$ cat src/sps_pkg.sv
// Purpose: constants for the serial port status and receive holding block
// Assumes: 50 MHz clock, plain register port with one-cycle read latency
// Notes: offsets are byte addresses; registers are one 32-bit word each
// Notes on behaviour
// - break start or end sets sticky flag
// - rx dma count zero sets done flag
// - tx dma count zero sets done flag
// - overrun flag sticky until status clear
// - low stop bit sets framing error flag
// - parity failure sets sticky parity flag
// - timeout after arm sets flag, zero disables
// - tx drained only when holding and shifter empty
// - repeat limit flag cleared by repeat command
// - both dma counters zero give level flags
// - not acknowledged flag sticky until its clear
// - modem line changes flagged, cleared on read
// - modem line levels shown as status
// - biphase error flag sticky until status clear
// - spi layout only for mode 0xe or 0xf
// - spi underflow flag sticky until status clear
// - slave select edge flagged, cleared on read
// - slave select level shown beside edge flag
// - rx char available until holding read
// - tx holding free follows holding and enable
// - holding gives char bits 8:0, marker bit 15
// - break command pending holds tx ready low, except in spi modes
package sps_pkg;
    localparam logic [31:0] CTRL_CMD_OFS = 32'h400a0000;
    localparam logic [31:0] MODE_OFS = 32'h400a0004;
    localparam logic [31:0] CSR_OFS = 32'h400a0014;
    localparam logic [31:0] RHR_OFS = 32'h400a0018;
    localparam logic [31:0] THR_OFS = 32'h400a001c;
    localparam logic [31:0] RTOR_OFS = 32'h400a0024;
    localparam logic [31:0] RCR_OFS = 32'h400a0104;
    localparam logic [31:0] TCR_OFS = 32'h400a010c;
    localparam logic [31:0] RNCR_OFS = 32'h400a0114;
    localparam logic [31:0] TNCR_OFS = 32'h400a011c;
    // command bits
    localparam int CMD_RXEN = 4;
    localparam int CMD_RXDIS = 5;
    localparam int CMD_TXEN = 6;
    localparam int CMD_TXDIS = 7;
    localparam int CMD_CLR_STATUS = 8;
    localparam int CMD_BREAK_BEGIN = 9;
    localparam int CMD_BREAK_END = 10;
    localparam int CMD_ARM_TIMER = 11;
    localparam int CMD_CLR_NOT_ACKNOWLEDGED_FLAG = 14;
    localparam int CMD_CLR_REPEAT = 13;
    // status bit positions
    localparam int ST_RX_CHAR_AVAILABLE = 0;
    localparam int ST_TX_HOLDING_FREE = 1;
    localparam int ST_BRK = 2;
    localparam int ST_RX_DMA_COUNT_DONE = 3;
    localparam int ST_TX_DMA_COUNT_DONE = 4;
    localparam int ST_OVR = 5;
    localparam int ST_FRAME = 6;
    localparam int ST_PAR = 7;
    localparam int ST_TOUT = 8;
    localparam int ST_TX_FULLY_DRAINED = 9;
    localparam int ST_REPEAT_LIMIT_FLAG = 10;
    localparam int ST_UNDER = 10;
    localparam int ST_TX_DMA_BOTH_ZERO = 11;
    localparam int ST_RX_DMA_BOTH_ZERO = 12;
    localparam int ST_NOT_ACKNOWLEDGED_FLAG = 13;
    localparam int ST_IC_LO = 16;
    localparam int ST_LVL_LO = 20;
    localparam int ST_SLAVE_SELECT_EDGE_FLAG = 19;
    localparam int ST_NSS = 23;
    localparam int ST_BIPHASE_ERROR_FLAG = 24;
    localparam int RHR_MARK = 15;
    localparam logic [3:0] MODE_SPI_MASTER = 4'he;
    localparam logic [3:0] MODE_SPI_SLAVE = 4'hf;
    localparam logic [15:0] TOUT_RESET = 16'h0000;
    localparam logic [15:0] CNT_RESET = 16'h0000;
endpackage

$ cat src/sps_status.sv
// Purpose: status flags and receive holding register of a serial port
// Assumes: line events arrive as one-cycle pulses on this clock
// Notes: modem and slave-select pins pass a three-stage synchroniser
//
// Added by the designer: the address-and-strobe port.
`timescale 1ns/1ps
module sps_status (
    input wire logic clk_i,
    input wire logic reset_n_i,
    input wire logic [31:0] addr_i,
    input wire logic [31:0] wdata_i,
    input wire logic wr_i,
    input wire logic rd_i,
    output logic [31:0] rdata_o,
    input wire logic rx_char_done_i,
    input wire logic [8:0] rx_char_i,
    input wire logic rx_cmd_mark_i,
    input wire logic rx_busy_i,
    input wire logic break_edge_i,
    input wire logic frame_err_i,
    input wire logic parity_err_i,
    input wire logic repeat_max_i,
    input wire logic not_acknowledged_flag_i,
    input wire logic biphase_err_i,
    input wire logic underrun_i,
    input wire logic bit_tick_i,
    input wire logic tx_load_i,
    input wire logic tx_shift_empty_i,
    input wire logic rx_dma_dec_i,
    input wire logic tx_dma_dec_i,
    input wire logic [3:0] modem_i,
    output logic tx_holding_free_o,
    output logic tx_fully_drained_o,
    output logic rx_char_available_o,
    output logic [8:0] tx_char_o,
    output logic break_pending_o
);
    typedef struct packed {
        logic [31:0] rdata;
        logic [3:0] mode;
        logic rx_en;
        logic tx_en;
        logic rx_held;
        logic rx_char_available;
        logic [8:0] rx_char;
        logic rx_mark;
        logic thr_full;
        logic [8:0] thr;
        logic brk_cmd;
        logic [15:0] tout_val;
        logic [15:0] tout_cnt;
        logic tout_run;
        logic [15:0] rcr;
        logic [15:0] rncr;
        logic [15:0] tcr;
        logic [15:0] tncr;
        logic rx_dma_count_done;
        logic tx_dma_count_done;
        logic brk;
        logic ovr;
        logic frame;
        logic par;
        logic tout;
        logic repeat_limit_flag;
        logic not_acknowledged_flag;
        logic biphase_error_flag;
        logic under;
        logic [3:0] ic;
        logic slave_select_edge_flag;
        logic [3:0] s1;
        logic [3:0] s2;
        logic [3:0] s3;
        logic [3:0] lvl;
    } sps_state_type;

    sps_state_type r;
    sps_state_type next_r;

    function automatic logic is_spi(input logic [3:0] m);
        is_spi = (m == sps_pkg::MODE_SPI_MASTER) ||
            (m == sps_pkg::MODE_SPI_SLAVE);
    endfunction

    function automatic logic hit(input logic [31:0] a,
        input logic [31:0] o);
        hit = (a == o);
    endfunction

    logic wr_cmd, wr_thr, rd_csr, rd_rhr, spi;
    logic wr_rcr, wr_rncr, wr_tcr, wr_tncr, clr_sta;
    logic [3:0] lvl_chg;
    logic [31:0] csr;

    always_comb begin
        wr_cmd = wr_i && hit(addr_i, sps_pkg::CTRL_CMD_OFS);
        wr_thr = wr_i && hit(addr_i, sps_pkg::THR_OFS);
        wr_rcr = wr_i && hit(addr_i, sps_pkg::RCR_OFS);
        wr_rncr = wr_i && hit(addr_i, sps_pkg::RNCR_OFS);
        wr_tcr = wr_i && hit(addr_i, sps_pkg::TCR_OFS);
        wr_tncr = wr_i && hit(addr_i, sps_pkg::TNCR_OFS);
        rd_csr = rd_i && hit(addr_i, sps_pkg::CSR_OFS);
        rd_rhr = rd_i && hit(addr_i, sps_pkg::RHR_OFS);
        clr_sta = wr_cmd && wdata_i[sps_pkg::CMD_CLR_STATUS];
        spi = is_spi(r.mode);
        // change counts once stages two and three agree
        lvl_chg = (r.s2 ~^ r.s3) & (r.s3 ^ r.lvl);
        csr = 32'h0000_0000;
        csr[sps_pkg::ST_RX_CHAR_AVAILABLE] = r.rx_char_available;
        csr[sps_pkg::ST_TX_HOLDING_FREE] = r.tx_en && !r.thr_full &&
            (spi || !r.brk_cmd);
        csr[sps_pkg::ST_RX_DMA_COUNT_DONE] = r.rx_dma_count_done;
        csr[sps_pkg::ST_TX_DMA_COUNT_DONE] = r.tx_dma_count_done;
        csr[sps_pkg::ST_OVR] = r.ovr;
        csr[sps_pkg::ST_TX_FULLY_DRAINED] = r.tx_en && !r.thr_full &&
            tx_shift_empty_i;
        csr[sps_pkg::ST_TX_DMA_BOTH_ZERO] = (r.tcr == 16'h0000) &&
            (r.tncr == 16'h0000);
        csr[sps_pkg::ST_RX_DMA_BOTH_ZERO] = (r.rcr == 16'h0000) &&
            (r.rncr == 16'h0000);
        if (spi) begin
            csr[sps_pkg::ST_UNDER] = r.under;
            csr[sps_pkg::ST_SLAVE_SELECT_EDGE_FLAG] = r.slave_select_edge_flag;
            csr[sps_pkg::ST_NSS] = r.lvl[3];
        end else begin
            csr[sps_pkg::ST_BRK] = r.brk;
            csr[sps_pkg::ST_FRAME] = r.frame;
            csr[sps_pkg::ST_PAR] = r.par;
            csr[sps_pkg::ST_TOUT] = r.tout;
            csr[sps_pkg::ST_REPEAT_LIMIT_FLAG] = r.repeat_limit_flag;
            csr[sps_pkg::ST_NOT_ACKNOWLEDGED_FLAG] = r.not_acknowledged_flag;
            csr[sps_pkg::ST_IC_LO +: 4] = r.ic;
            csr[sps_pkg::ST_LVL_LO +: 4] = r.lvl;
            csr[sps_pkg::ST_BIPHASE_ERROR_FLAG] = r.biphase_error_flag;
        end
    end

    always_comb begin
        next_r = r;
        next_r.s1 = modem_i;
        next_r.s2 = r.s1;
        next_r.s3 = r.s2;
        next_r.lvl = r.lvl ^ lvl_chg;
        next_r.rdata = 32'h0000_0000;
        if (rd_csr) begin
            next_r.rdata = csr;
        end
        if (rd_rhr) begin
            next_r.rdata[8:0] = r.rx_char;
            next_r.rdata[sps_pkg::RHR_MARK] = r.rx_mark;
        end
        if (wr_i && hit(addr_i, sps_pkg::MODE_OFS)) begin
            next_r.mode = wdata_i[3:0];
        end
        if (wr_i && hit(addr_i, sps_pkg::RTOR_OFS)) begin
            next_r.tout_val = wdata_i[15:0];
        end
        // clears first; sets below override them
        if (clr_sta) begin
            next_r.brk = 1'b0;
            next_r.ovr = 1'b0;
            next_r.frame = 1'b0;
            next_r.par = 1'b0;
            next_r.biphase_error_flag = 1'b0;
            next_r.under = 1'b0;
        end
        if (wr_cmd && wdata_i[sps_pkg::CMD_CLR_REPEAT]) begin
            next_r.repeat_limit_flag = 1'b0;
        end
        if (wr_cmd && wdata_i[sps_pkg::CMD_CLR_NOT_ACKNOWLEDGED_FLAG]) begin
            next_r.not_acknowledged_flag = 1'b0;
        end
        if (wr_cmd && wdata_i[sps_pkg::CMD_ARM_TIMER]) begin
            next_r.tout = 1'b0;
            next_r.tout_cnt = r.tout_val;
            next_r.tout_run = (r.tout_val != 16'h0000);
        end
        if (wr_cmd && wdata_i[sps_pkg::CMD_BREAK_BEGIN]) begin
            next_r.brk_cmd = 1'b1;
        end
        if (wr_cmd && wdata_i[sps_pkg::CMD_BREAK_END]) begin
            next_r.brk_cmd = 1'b0;
        end
        if (wr_cmd && wdata_i[sps_pkg::CMD_RXEN]) begin
            next_r.rx_en = 1'b1;
            if (r.rx_held) begin
                next_r.rx_char_available = 1'b1;
                next_r.rx_held = 1'b0;
            end
        end
        if (wr_cmd && wdata_i[sps_pkg::CMD_RXDIS]) begin
            next_r.rx_en = 1'b0;
            next_r.rx_held = rx_busy_i;
        end
        if (wr_cmd && wdata_i[sps_pkg::CMD_TXEN]) begin
            next_r.tx_en = 1'b1;
        end
        if (wr_cmd && wdata_i[sps_pkg::CMD_TXDIS]) begin
            next_r.tx_en = 1'b0;
        end
        if (rd_csr) begin
            next_r.ic = 4'h0;
            next_r.slave_select_edge_flag = 1'b0;
        end
        if (rd_rhr) begin
            next_r.rx_char_available = 1'b0;
        end
        if (wr_thr) begin
            next_r.thr_full = 1'b1;
            next_r.thr = wdata_i[8:0];
        end else if (tx_load_i) begin
            next_r.thr_full = 1'b0;
        end
        // dma counters
        if (wr_rcr) begin
            next_r.rcr = wdata_i[15:0];
            next_r.rx_dma_count_done = 1'b0;
        end else if (rx_dma_dec_i && r.rcr != 16'h0000) begin
            next_r.rcr = r.rcr - 16'h0001;
            next_r.rx_dma_count_done = (r.rcr == 16'h0001) || r.rx_dma_count_done;
        end
        if (wr_rncr) begin
            next_r.rncr = wdata_i[15:0];
            next_r.rx_dma_count_done = 1'b0;
        end
        if (wr_tcr) begin
            next_r.tcr = wdata_i[15:0];
            next_r.tx_dma_count_done = 1'b0;
        end else if (tx_dma_dec_i && r.tcr != 16'h0000) begin
            next_r.tcr = r.tcr - 16'h0001;
            next_r.tx_dma_count_done = (r.tcr == 16'h0001) || r.tx_dma_count_done;
        end
        if (wr_tncr) begin
            next_r.tncr = wdata_i[15:0];
            next_r.tx_dma_count_done = 1'b0;
        end
        // idle timer counts bit periods
        if (r.tout_run && bit_tick_i) begin
            if (r.tout_cnt == 16'h0001) begin
                next_r.tout_run = 1'b0;
                next_r.tout = 1'b1;
            end else begin
                next_r.tout_cnt = r.tout_cnt - 16'h0001;
            end
        end
        if (rx_char_done_i) begin
            if (r.rx_char_available) begin
                next_r.ovr = 1'b1;
            end
            if (r.rx_en) begin
                next_r.rx_char_available = 1'b1;
            end else begin
                next_r.rx_held = 1'b1;
            end
            next_r.rx_char = rx_char_i;
            next_r.rx_mark = rx_cmd_mark_i;
        end
        if (break_edge_i) next_r.brk = 1'b1;
        if (frame_err_i) next_r.frame = 1'b1;
        if (parity_err_i) next_r.par = 1'b1;
        if (repeat_max_i) next_r.repeat_limit_flag = 1'b1;
        if (not_acknowledged_flag_i) next_r.not_acknowledged_flag = 1'b1;
        if (biphase_err_i) next_r.biphase_error_flag = 1'b1;
        if (underrun_i && spi) next_r.under = 1'b1;
        next_r.ic = next_r.ic | lvl_chg;
        if (lvl_chg[3]) next_r.slave_select_edge_flag = 1'b1;
        if (!reset_n_i) begin
            next_r = '0;
            next_r.tout_val = sps_pkg::TOUT_RESET;
            next_r.rcr = sps_pkg::CNT_RESET;
        end
    end

    always_ff @(posedge clk_i) begin
        r <= next_r;
    end

    always_ff @(posedge clk_i) begin
        if (!reset_n_i) begin
            tx_holding_free_o <= 1'b0;
            tx_fully_drained_o <= 1'b0;
            rx_char_available_o <= 1'b0;
            tx_char_o <= 9'h000;
            break_pending_o <= 1'b0;
        end else begin
            tx_holding_free_o <= csr[sps_pkg::ST_TX_HOLDING_FREE];
            tx_fully_drained_o <= csr[sps_pkg::ST_TX_FULLY_DRAINED];
            rx_char_available_o <= r.rx_char_available;
            tx_char_o <= r.thr;
            break_pending_o <= r.brk_cmd;
        end
    end

    assign rdata_o = r.rdata;

    a_break_sticky: assert property (@(posedge clk_i) disable iff (!reset_n_i)
        break_edge_i |=> r.brk) else $error("break flag not set");
    a_ovr_hold: assert property (@(posedge clk_i) disable iff (!reset_n_i)
        r.ovr && !clr_sta |=> r.ovr) else $error("overrun lost");
    a_frame_set: assert property (@(posedge clk_i) disable iff (!reset_n_i)
        frame_err_i |=> r.frame) else $error("framing not set");
    a_par_set: assert property (@(posedge clk_i) disable iff (!reset_n_i)
        parity_err_i ##1 !clr_sta |=> r.par) else $error("parity lost");
    a_tout_zero: assert property (@(posedge clk_i) disable iff (!reset_n_i)
        wr_cmd && wdata_i[sps_pkg::CMD_ARM_TIMER] |=> !r.tout)
        else $error("timeout not cleared");
    a_empty_thr: assert property (@(posedge clk_i) disable iff (!reset_n_i)
        wr_thr |=> !csr[sps_pkg::ST_TX_FULLY_DRAINED]) else $error("tx_fully_drained high");
    a_repeat_limit_flag_set: assert property (@(posedge clk_i) disable iff (!reset_n_i)
        repeat_max_i |=> r.repeat_limit_flag) else $error("repeat flag not set");
    a_not_acknowledged_flag_set: assert property (@(posedge clk_i) disable iff (!reset_n_i)
        not_acknowledged_flag_i |=> r.not_acknowledged_flag) else $error("not_acknowledged_flag flag not set");
    a_rx_char_available_read: assert property (@(posedge clk_i) disable iff (!reset_n_i)
        rd_rhr && !rx_char_done_i |=> !r.rx_char_available) else $error("rx_char_available kept");
    a_ready_out: assert property (@(posedge clk_i) disable iff (!reset_n_i)
        wr_thr |=> ##1 !tx_holding_free_o) else $error("tx_holding_free high");
endmodule

$ cat config.mk
export PLATFORM = sky130hd
export DESIGN_NAME = sps_status
export DESIGN_NICKNAME = d
export VERILOG_FILES = /design/src/sps_pkg.sv /design/src/sps_status.sv
export SDC_FILE = /design/constraint.sdc
export NUM_CORES = 1
export LEC_CHECK = 0
export BUFFER_PORTS_ARGS = -buffer_cell sky130_fd_sc_hd__buf_2
export CORE_ASPECT_RATIO = 0.75
export CORE_MARGIN = 4
export CORE_UTILIZATION = 45
export DETAILED_ROUTE_END_ITERATION = 8
export HOLD_SLACK_MARGIN = 0.03
export PLACE_DENSITY = 0.74
export SYNTH_ARGS = -nofsm -noshare
export SYNTH_HDL_FRONTEND = slang
export SYNTH_SLANG_ARGS = --single-unit
$ cat constraint.sdc
create_clock -name clk_i -period 3.1 [get_ports clk_i]
set_input_delay 0.62 -clock clk_i [delete_from_list [all_inputs] [get_ports clk_i]]
set_output_delay 0.62 -clock clk_i [all_outputs]
set_load 0.01 [all_outputs]
* Yosys cells after proc, flatten, opt, wreduce, memory -nomap -nowiden
Cells that the tools add are included.
** Storage, ports and cells
- RAM bits :: 0
- Logic and storage cells :: 169
- Bits of input ports :: 96
- Bits in latches :: 0
- Memories :: 0
- Bits in registers :: 203
- Bits in read-only memories :: 0
** Cells by class
- Reduce and logical (&&, ||, !) cells :: 60
- Divide/modulo/power cells :: 0
- Eq/ne operators :: 15
- $add $sub $neg :: 3
- Multiply operators :: 0
- Shifts and indexed selects :: 0
- Bitwise logic cells :: 7
- Muxes and demuxes :: 42
- $lt $le $gt $ge :: 0
** Operators by type and width (number)
- $eq 32x31->1 const B :: 10
- $mux 16 :: 5
- $logic_not 16->1 :: 4
- $eq 16x1->1 const B :: 3
- $reduce_bool 16->1 :: 3
- $sub 16x1->16 const B :: 3
- $mux 17 :: 2
- $logic_and 1x1->1 :: 29
- $mux 1 :: 27
- $reduce_bool 2->1 :: 11
- $mux 9 :: 2
- $mux 12 :: 1
- $reduce_or 3->1 :: 3
- $eq 4x4->1 const B :: 2
- $xor 4x4->4 :: 2
- $reduce_or 2->1 :: 3
- $mux 5 :: 1
- $and 4x4->4 :: 1
- $logic_or 1x1->1 :: 4
- $mux 2 :: 2
- $mux 4 :: 1
- $or 4x4->4 :: 1
- $xnor 4x4->4 :: 1
- $mux 3 :: 1
- 3 further kinds :: 5

* Longest topological paths before layout
- Word-level depth :: 7
- Mapped depth :: 8

* Worst setup path after synthesis
Ideal clock, no wire load.
- Path type :: input -> register
- Start point :: input addr_i[29]
- End point :: register r[51] (netlist name)
- Setup slack :: 0.702 ns
- Data arrival time :: 2.329 ns
- Cell stages on the path :: 8
- Required time :: 3.030 ns
- Cells stage by stage :: nor4b_1 -> and4_1 -> buf_4 -> nand2_4 -> or4_1 -> clkbuf_1 -> buf_4 -> a21oi_1
** On the way
- Word-level cells in the longest chain between the ends :: 3
- Elaborated cells between the ends (all ways) :: 4
- Classes of those cells :: eq/ne: 1; mux: 1; reduce/logical: 2
** RTL lines
- start, declared :: RTL line sps_status.sv:10 : input wire logic [31:0] addr_i,
- $eq 32x31->1 (*) :: RTL line sps_status.sv:86 : hit = (a == o);
- $logic_and 1x1->1 (*) :: RTL line sps_status.sv:99 : wr_tcr = wr_i && hit(addr_i, sps_pkg::TCR_OFS);
- $mux 16 / $reduce_bool 2->1 (equally long branches)
- end signal, assigned :: RTL line sps_status.sv:274 : r <= next_r;
- end, declared :: RTL line sps_status.sv:76 : sps_state_type r;
Mark *: on every way between the ends. The rest lies on a longest branch, timed or not.
A chain may end at the register's enable or synchronous reset.

* Worst setup path after layout
- Start point :: input addr_i[29]
- End point :: register r[56] (netlist name)
Same word-level chain as after synthesis.

==> impl_results.md <==
* Logic pwr share at 0.252
* # Post-CTS Setup Buffers at 0
* Worst VDD drop at 0.4320 mV
* Global-route wire length before repair at 34700 um
* Max Root-Sink Buffers at 2
* Final hold slack at 375.3 ps
* Final Max Slew Viols at 0
* Vias in the first global route at 6533
* Final wirelength at 22210 um
* Slew HR at 0.4975
* CP peak stage delay at 690 ps
* Worst slew pin tran at 753.8 ps
* Core area at 17970 um2
* Crit-path cells: buf_2 -> nor4b_1 -> and4_1 -> nand2_4 -> or4_1 -> buf_4 -> a21oi_1
* Max stage delay cell, worst path: or4_1
* Net Switching at 0.002367 W
* Critical setup path kind: in2reg
* Period utilization at 0.7868
* Synthesized cell area at 8403 um2
* Worst setup path startpoint: addr_i[29]
* Ys Warns at 0
* Critical-path maximum fanout at 9
* Synth Register Bits at 194
* Detailed placer's ending HPWL at 15680 um
* Initial Utilization at 0.4676
* GRT Residual Overflow at 0
* CTS tree: built
* Synth unique cells at 65
* Synth Flop Type: dfxtp_1
* Leakage at 4.011 nW
* Drt via density at 5.593
* Critical path buffer and inverter count at 2
* Fraction of registers with async set or reset after synthesis at 0
* Post-CTS resize count at 0
* RSZ-0062 raised after global routing: no
* Fillers at 1631
* Area Growth Syn to Fin at 15.44%
* Crit Reg-Reg Startpoint: r[84]
* CTS Hold Bufs at 0
* Largest net degree at the start of global routing at 94
* Crit-path leading delay family: simple AND/OR/NAND/NOR gates
* CTS Buf Count at 17
* Sequential group share of total power at 0.419
* Final ANT Viol Nets at 0
* Setup Skew at 18.58 ps
* Initial DRC Count at 653
* CP endpoint kind: flop
* Status: finished clean
* PwrDens at 706.5 nW/um2
* Final Wtd Congestion at 0.9192
* Setup TNS at 0 ps
* FF-to-FF path depth at 5
* Cells after Synth at 938
* Worst R2R End: r[81]
* Total track usage at 0.2048
* DIE WIDTH at 165.8 um
* Seq/Total Area, Yosys at 0.4622
* Clk Latency, worst-skew pair at 450 ps
* Max Clk Rate at 410.0 MHz
* Stages on the worst setup path at 7
* Fin nets at 1128
* Drt drc at 0
* Vias at 7159
* Switching share of power at 0.3453
* CTS root buf: clkbuf_16
* Clk sinks at 194
* Int Power at 0.004487 W
* Layout cell share with drive strength beyond 1 at 0.1803
* H-tree Lvls at 4
* Top-level I/O count at 141
* Crit path time final at 2439 ps
* Pre-antenna DRT Iters at 6
* Hold Path Class: in2reg
* Die H at 126.3 um
* Clock network fraction of total power at 0.329
* Drt wl/cell at 17.35 um
* Std cell rows at 42
* Slack of the worst reg-to-reg path at 660 ps
* Clock-pin transition on the worst setup and hold timing paths at 80 ps
* CP arrival at 2800 ps
* Hold violation count in the final report at 0
* Startpoint Class: primary input
* Crit path capture: r[56]
* IO Port Bufs at 116
* MaxCap Viol Count at 0
* Final Setup Violations at 0
* Synth Area per Inst at 8.958 um2
* Post-synth EDFFs at 0
* Initial antenna violation count at 1
* Critical Path RT at 3460 ps
* DIE AREA at 20950 um2
## cell type report
| cell class | count | area [um2] | area share |
|---|---|---|---|
| clock buffers | 17 | 425.4 | 0.04385 |
| multi-input cells | 659 | 4055 | 0.4180 |
| clock inverters | 15 | 203.9 | 0.02102 |
| inverters | 13 | 48.80 | 0.005030 |
| well taps | 242 | 302.8 | 0.03121 |
| repair buffers | 139 | 778.2 | 0.08023 |
| diodes | 1 | 2.502 | 0.0002580 |
| flip-flops and latches | 194 | 3884 | 0.4004 |
## worst min-delay path by stage
stage | cells after the start | startpoint | end | slack (ps)
floorplan | 1 | r[14] | r[10] | 410
global placement | 1 | r[13] | r[9] | 420
detailed placement | 1 | r[14] | r[10] | 420
CTS | 2 | modem_i[1] | r[13] | 360
global route | 2 | modem_i[1] | r[13] | 370
finish | 2 | modem_i[1] | r[13] | 380
## layer usage
metal,vias up,global-route usage,share of wire
met5,-,0,0
met4,0,0.07032,0.022
met3,43,0.05474,0.086
met2,284,0.2965,0.42
met1,3336,0.2956,0.47
li1,3496,-,-
## cells by family after synthesis
kind of cell | count (synthesis) | synth area share
simple gates | 377 | 0.2397
flops | 194 | 0.4622
compound gates | 186 | 0.1361
buf+inv | 92 | 0.05837
mux | 53 | 0.06313
xor+xnor | 27 | 0.02814
fa+ha+maj | 8 | 0.01191
other cells | 1 | 0.0004463
## synthesized netlist by cell type, drive strengths merged, types with 3 or more instances
| cell | instances | area, um2 |
|---|---|---|
| a21oi | 72 | 360.4 |
| a221oi | 5 | 43.79 |
| nor3b | 6 | 45.04 |
| nand3 | 23 | 115.1 |
| inv | 13 | 48.79 |
| dfxtp | 194 | 3884 |
| nor4 | 38 | 289.0 |
| nand3b | 4 | 30.03 |
| a21boi | 5 | 37.54 |
| a31oi | 8 | 50.05 |
| nor2 | 47 | 176.4 |
| mux2i | 53 | 530.5 |
| o211ai | 7 | 52.55 |
| o21a | 4 | 30.03 |
| a22o | 7 | 61.31 |
| nand4 | 22 | 137.6 |
| o21ai | 44 | 220.2 |
| and2 | 35 | 219.0 |
| xnor2 | 19 | 166.4 |
| and3 | 9 | 56.30 |
| clkbuf | 35 | 131.4 |
| or2 | 4 | 25.02 |
| or3 | 9 | 56.30 |
| nor3 | 15 | 80.08 |
| nor4b | 9 | 91.34 |
| or4 | 7 | 52.55 |
| buf | 44 | 310.3 |
| nand2 | 130 | 495.5 |
| xor2 | 8 | 70.07 |
| o41ai | 3 | 26.28 |
| nor2b | 7 | 43.79 |
| nand2b | 5 | 31.28 |
| a211oi | 12 | 90.09 |
| ha | 8 | 100.1 |
## sequential cells by signal (all words and copies together), names as in the netlist, named ones only
register,count
break_pending_o,1
csr,4
r,149
rdata_o,24
rx_char_available_o,1
tx_char_o,9
tx_fully_drained_o,1
tx_holding_free_o,1
## layout by cell type, fill, tap and decap left out, drive strengths merged, types with 8 or more instances in the layout
cell	synthesis	layout
dfxtp	194	194
buf	44	139
nand2	130	130
a21oi	72	72
mux2i	53	53
nor2	47	47
o21ai	44	44
nor4	38	38
and2	35	35
nand3	23	23
nand4	22	22
inv	13	21
xnor2	19	19
clkbuf	35	17
nor3	15	15
a211oi	12	12
and3	9	9
or3	9	9
nor4b	9	9
a31oi	8	8
xor2	8	8
ha	8	8
conb	1	8
## power groups by stage
| stage | Combinational [W] | Sequential [W] | Clock, W |
|---|---|---|---|
| after floorplan | 0.00139 | 0.00288 | 0 |
| after global placement | 0.00165 | 0.00291 | 0 |
| after detailed placement | 0.00167 | 0.00292 | 0 |
| after CTS | 0.00170 | 0.00287 | 0.00229 |
| after global routing | 0.00191 | 0.00290 | 0.00239 |
| final | 0.00173 | 0.00287 | 0.00225 |
## worst reg2reg max path, cell delays in order, from the launching register on
cell,delay (ps)
dfxtp_1,360
or4_1,660
nor3_1,630
a21boi_0,310
o211ai_1,260
a21oi_1,80
## metrics by stage
step | cells | util | power (W) | worst slack, ps | area [um2]
after global placement | 1247 | 0.5046 | 0.004567 | 358.5 | 9069
after detailed placement | 1247 | 0.5046 | 0.004593 | 304.8 | 9069
after floorplan | 945 | - | 0.004267 | 701.6 | 8429
after global routing | 1280 | 0.5398 | 0.007195 | 474.4 | 9701
final | 1280 | 0.5398 | 0.006854 | 661.0 | 9701
after CTS | 1279 | 0.5396 | 0.006856 | 738.2 | 9698
Power figures use the tool's default switching activity.
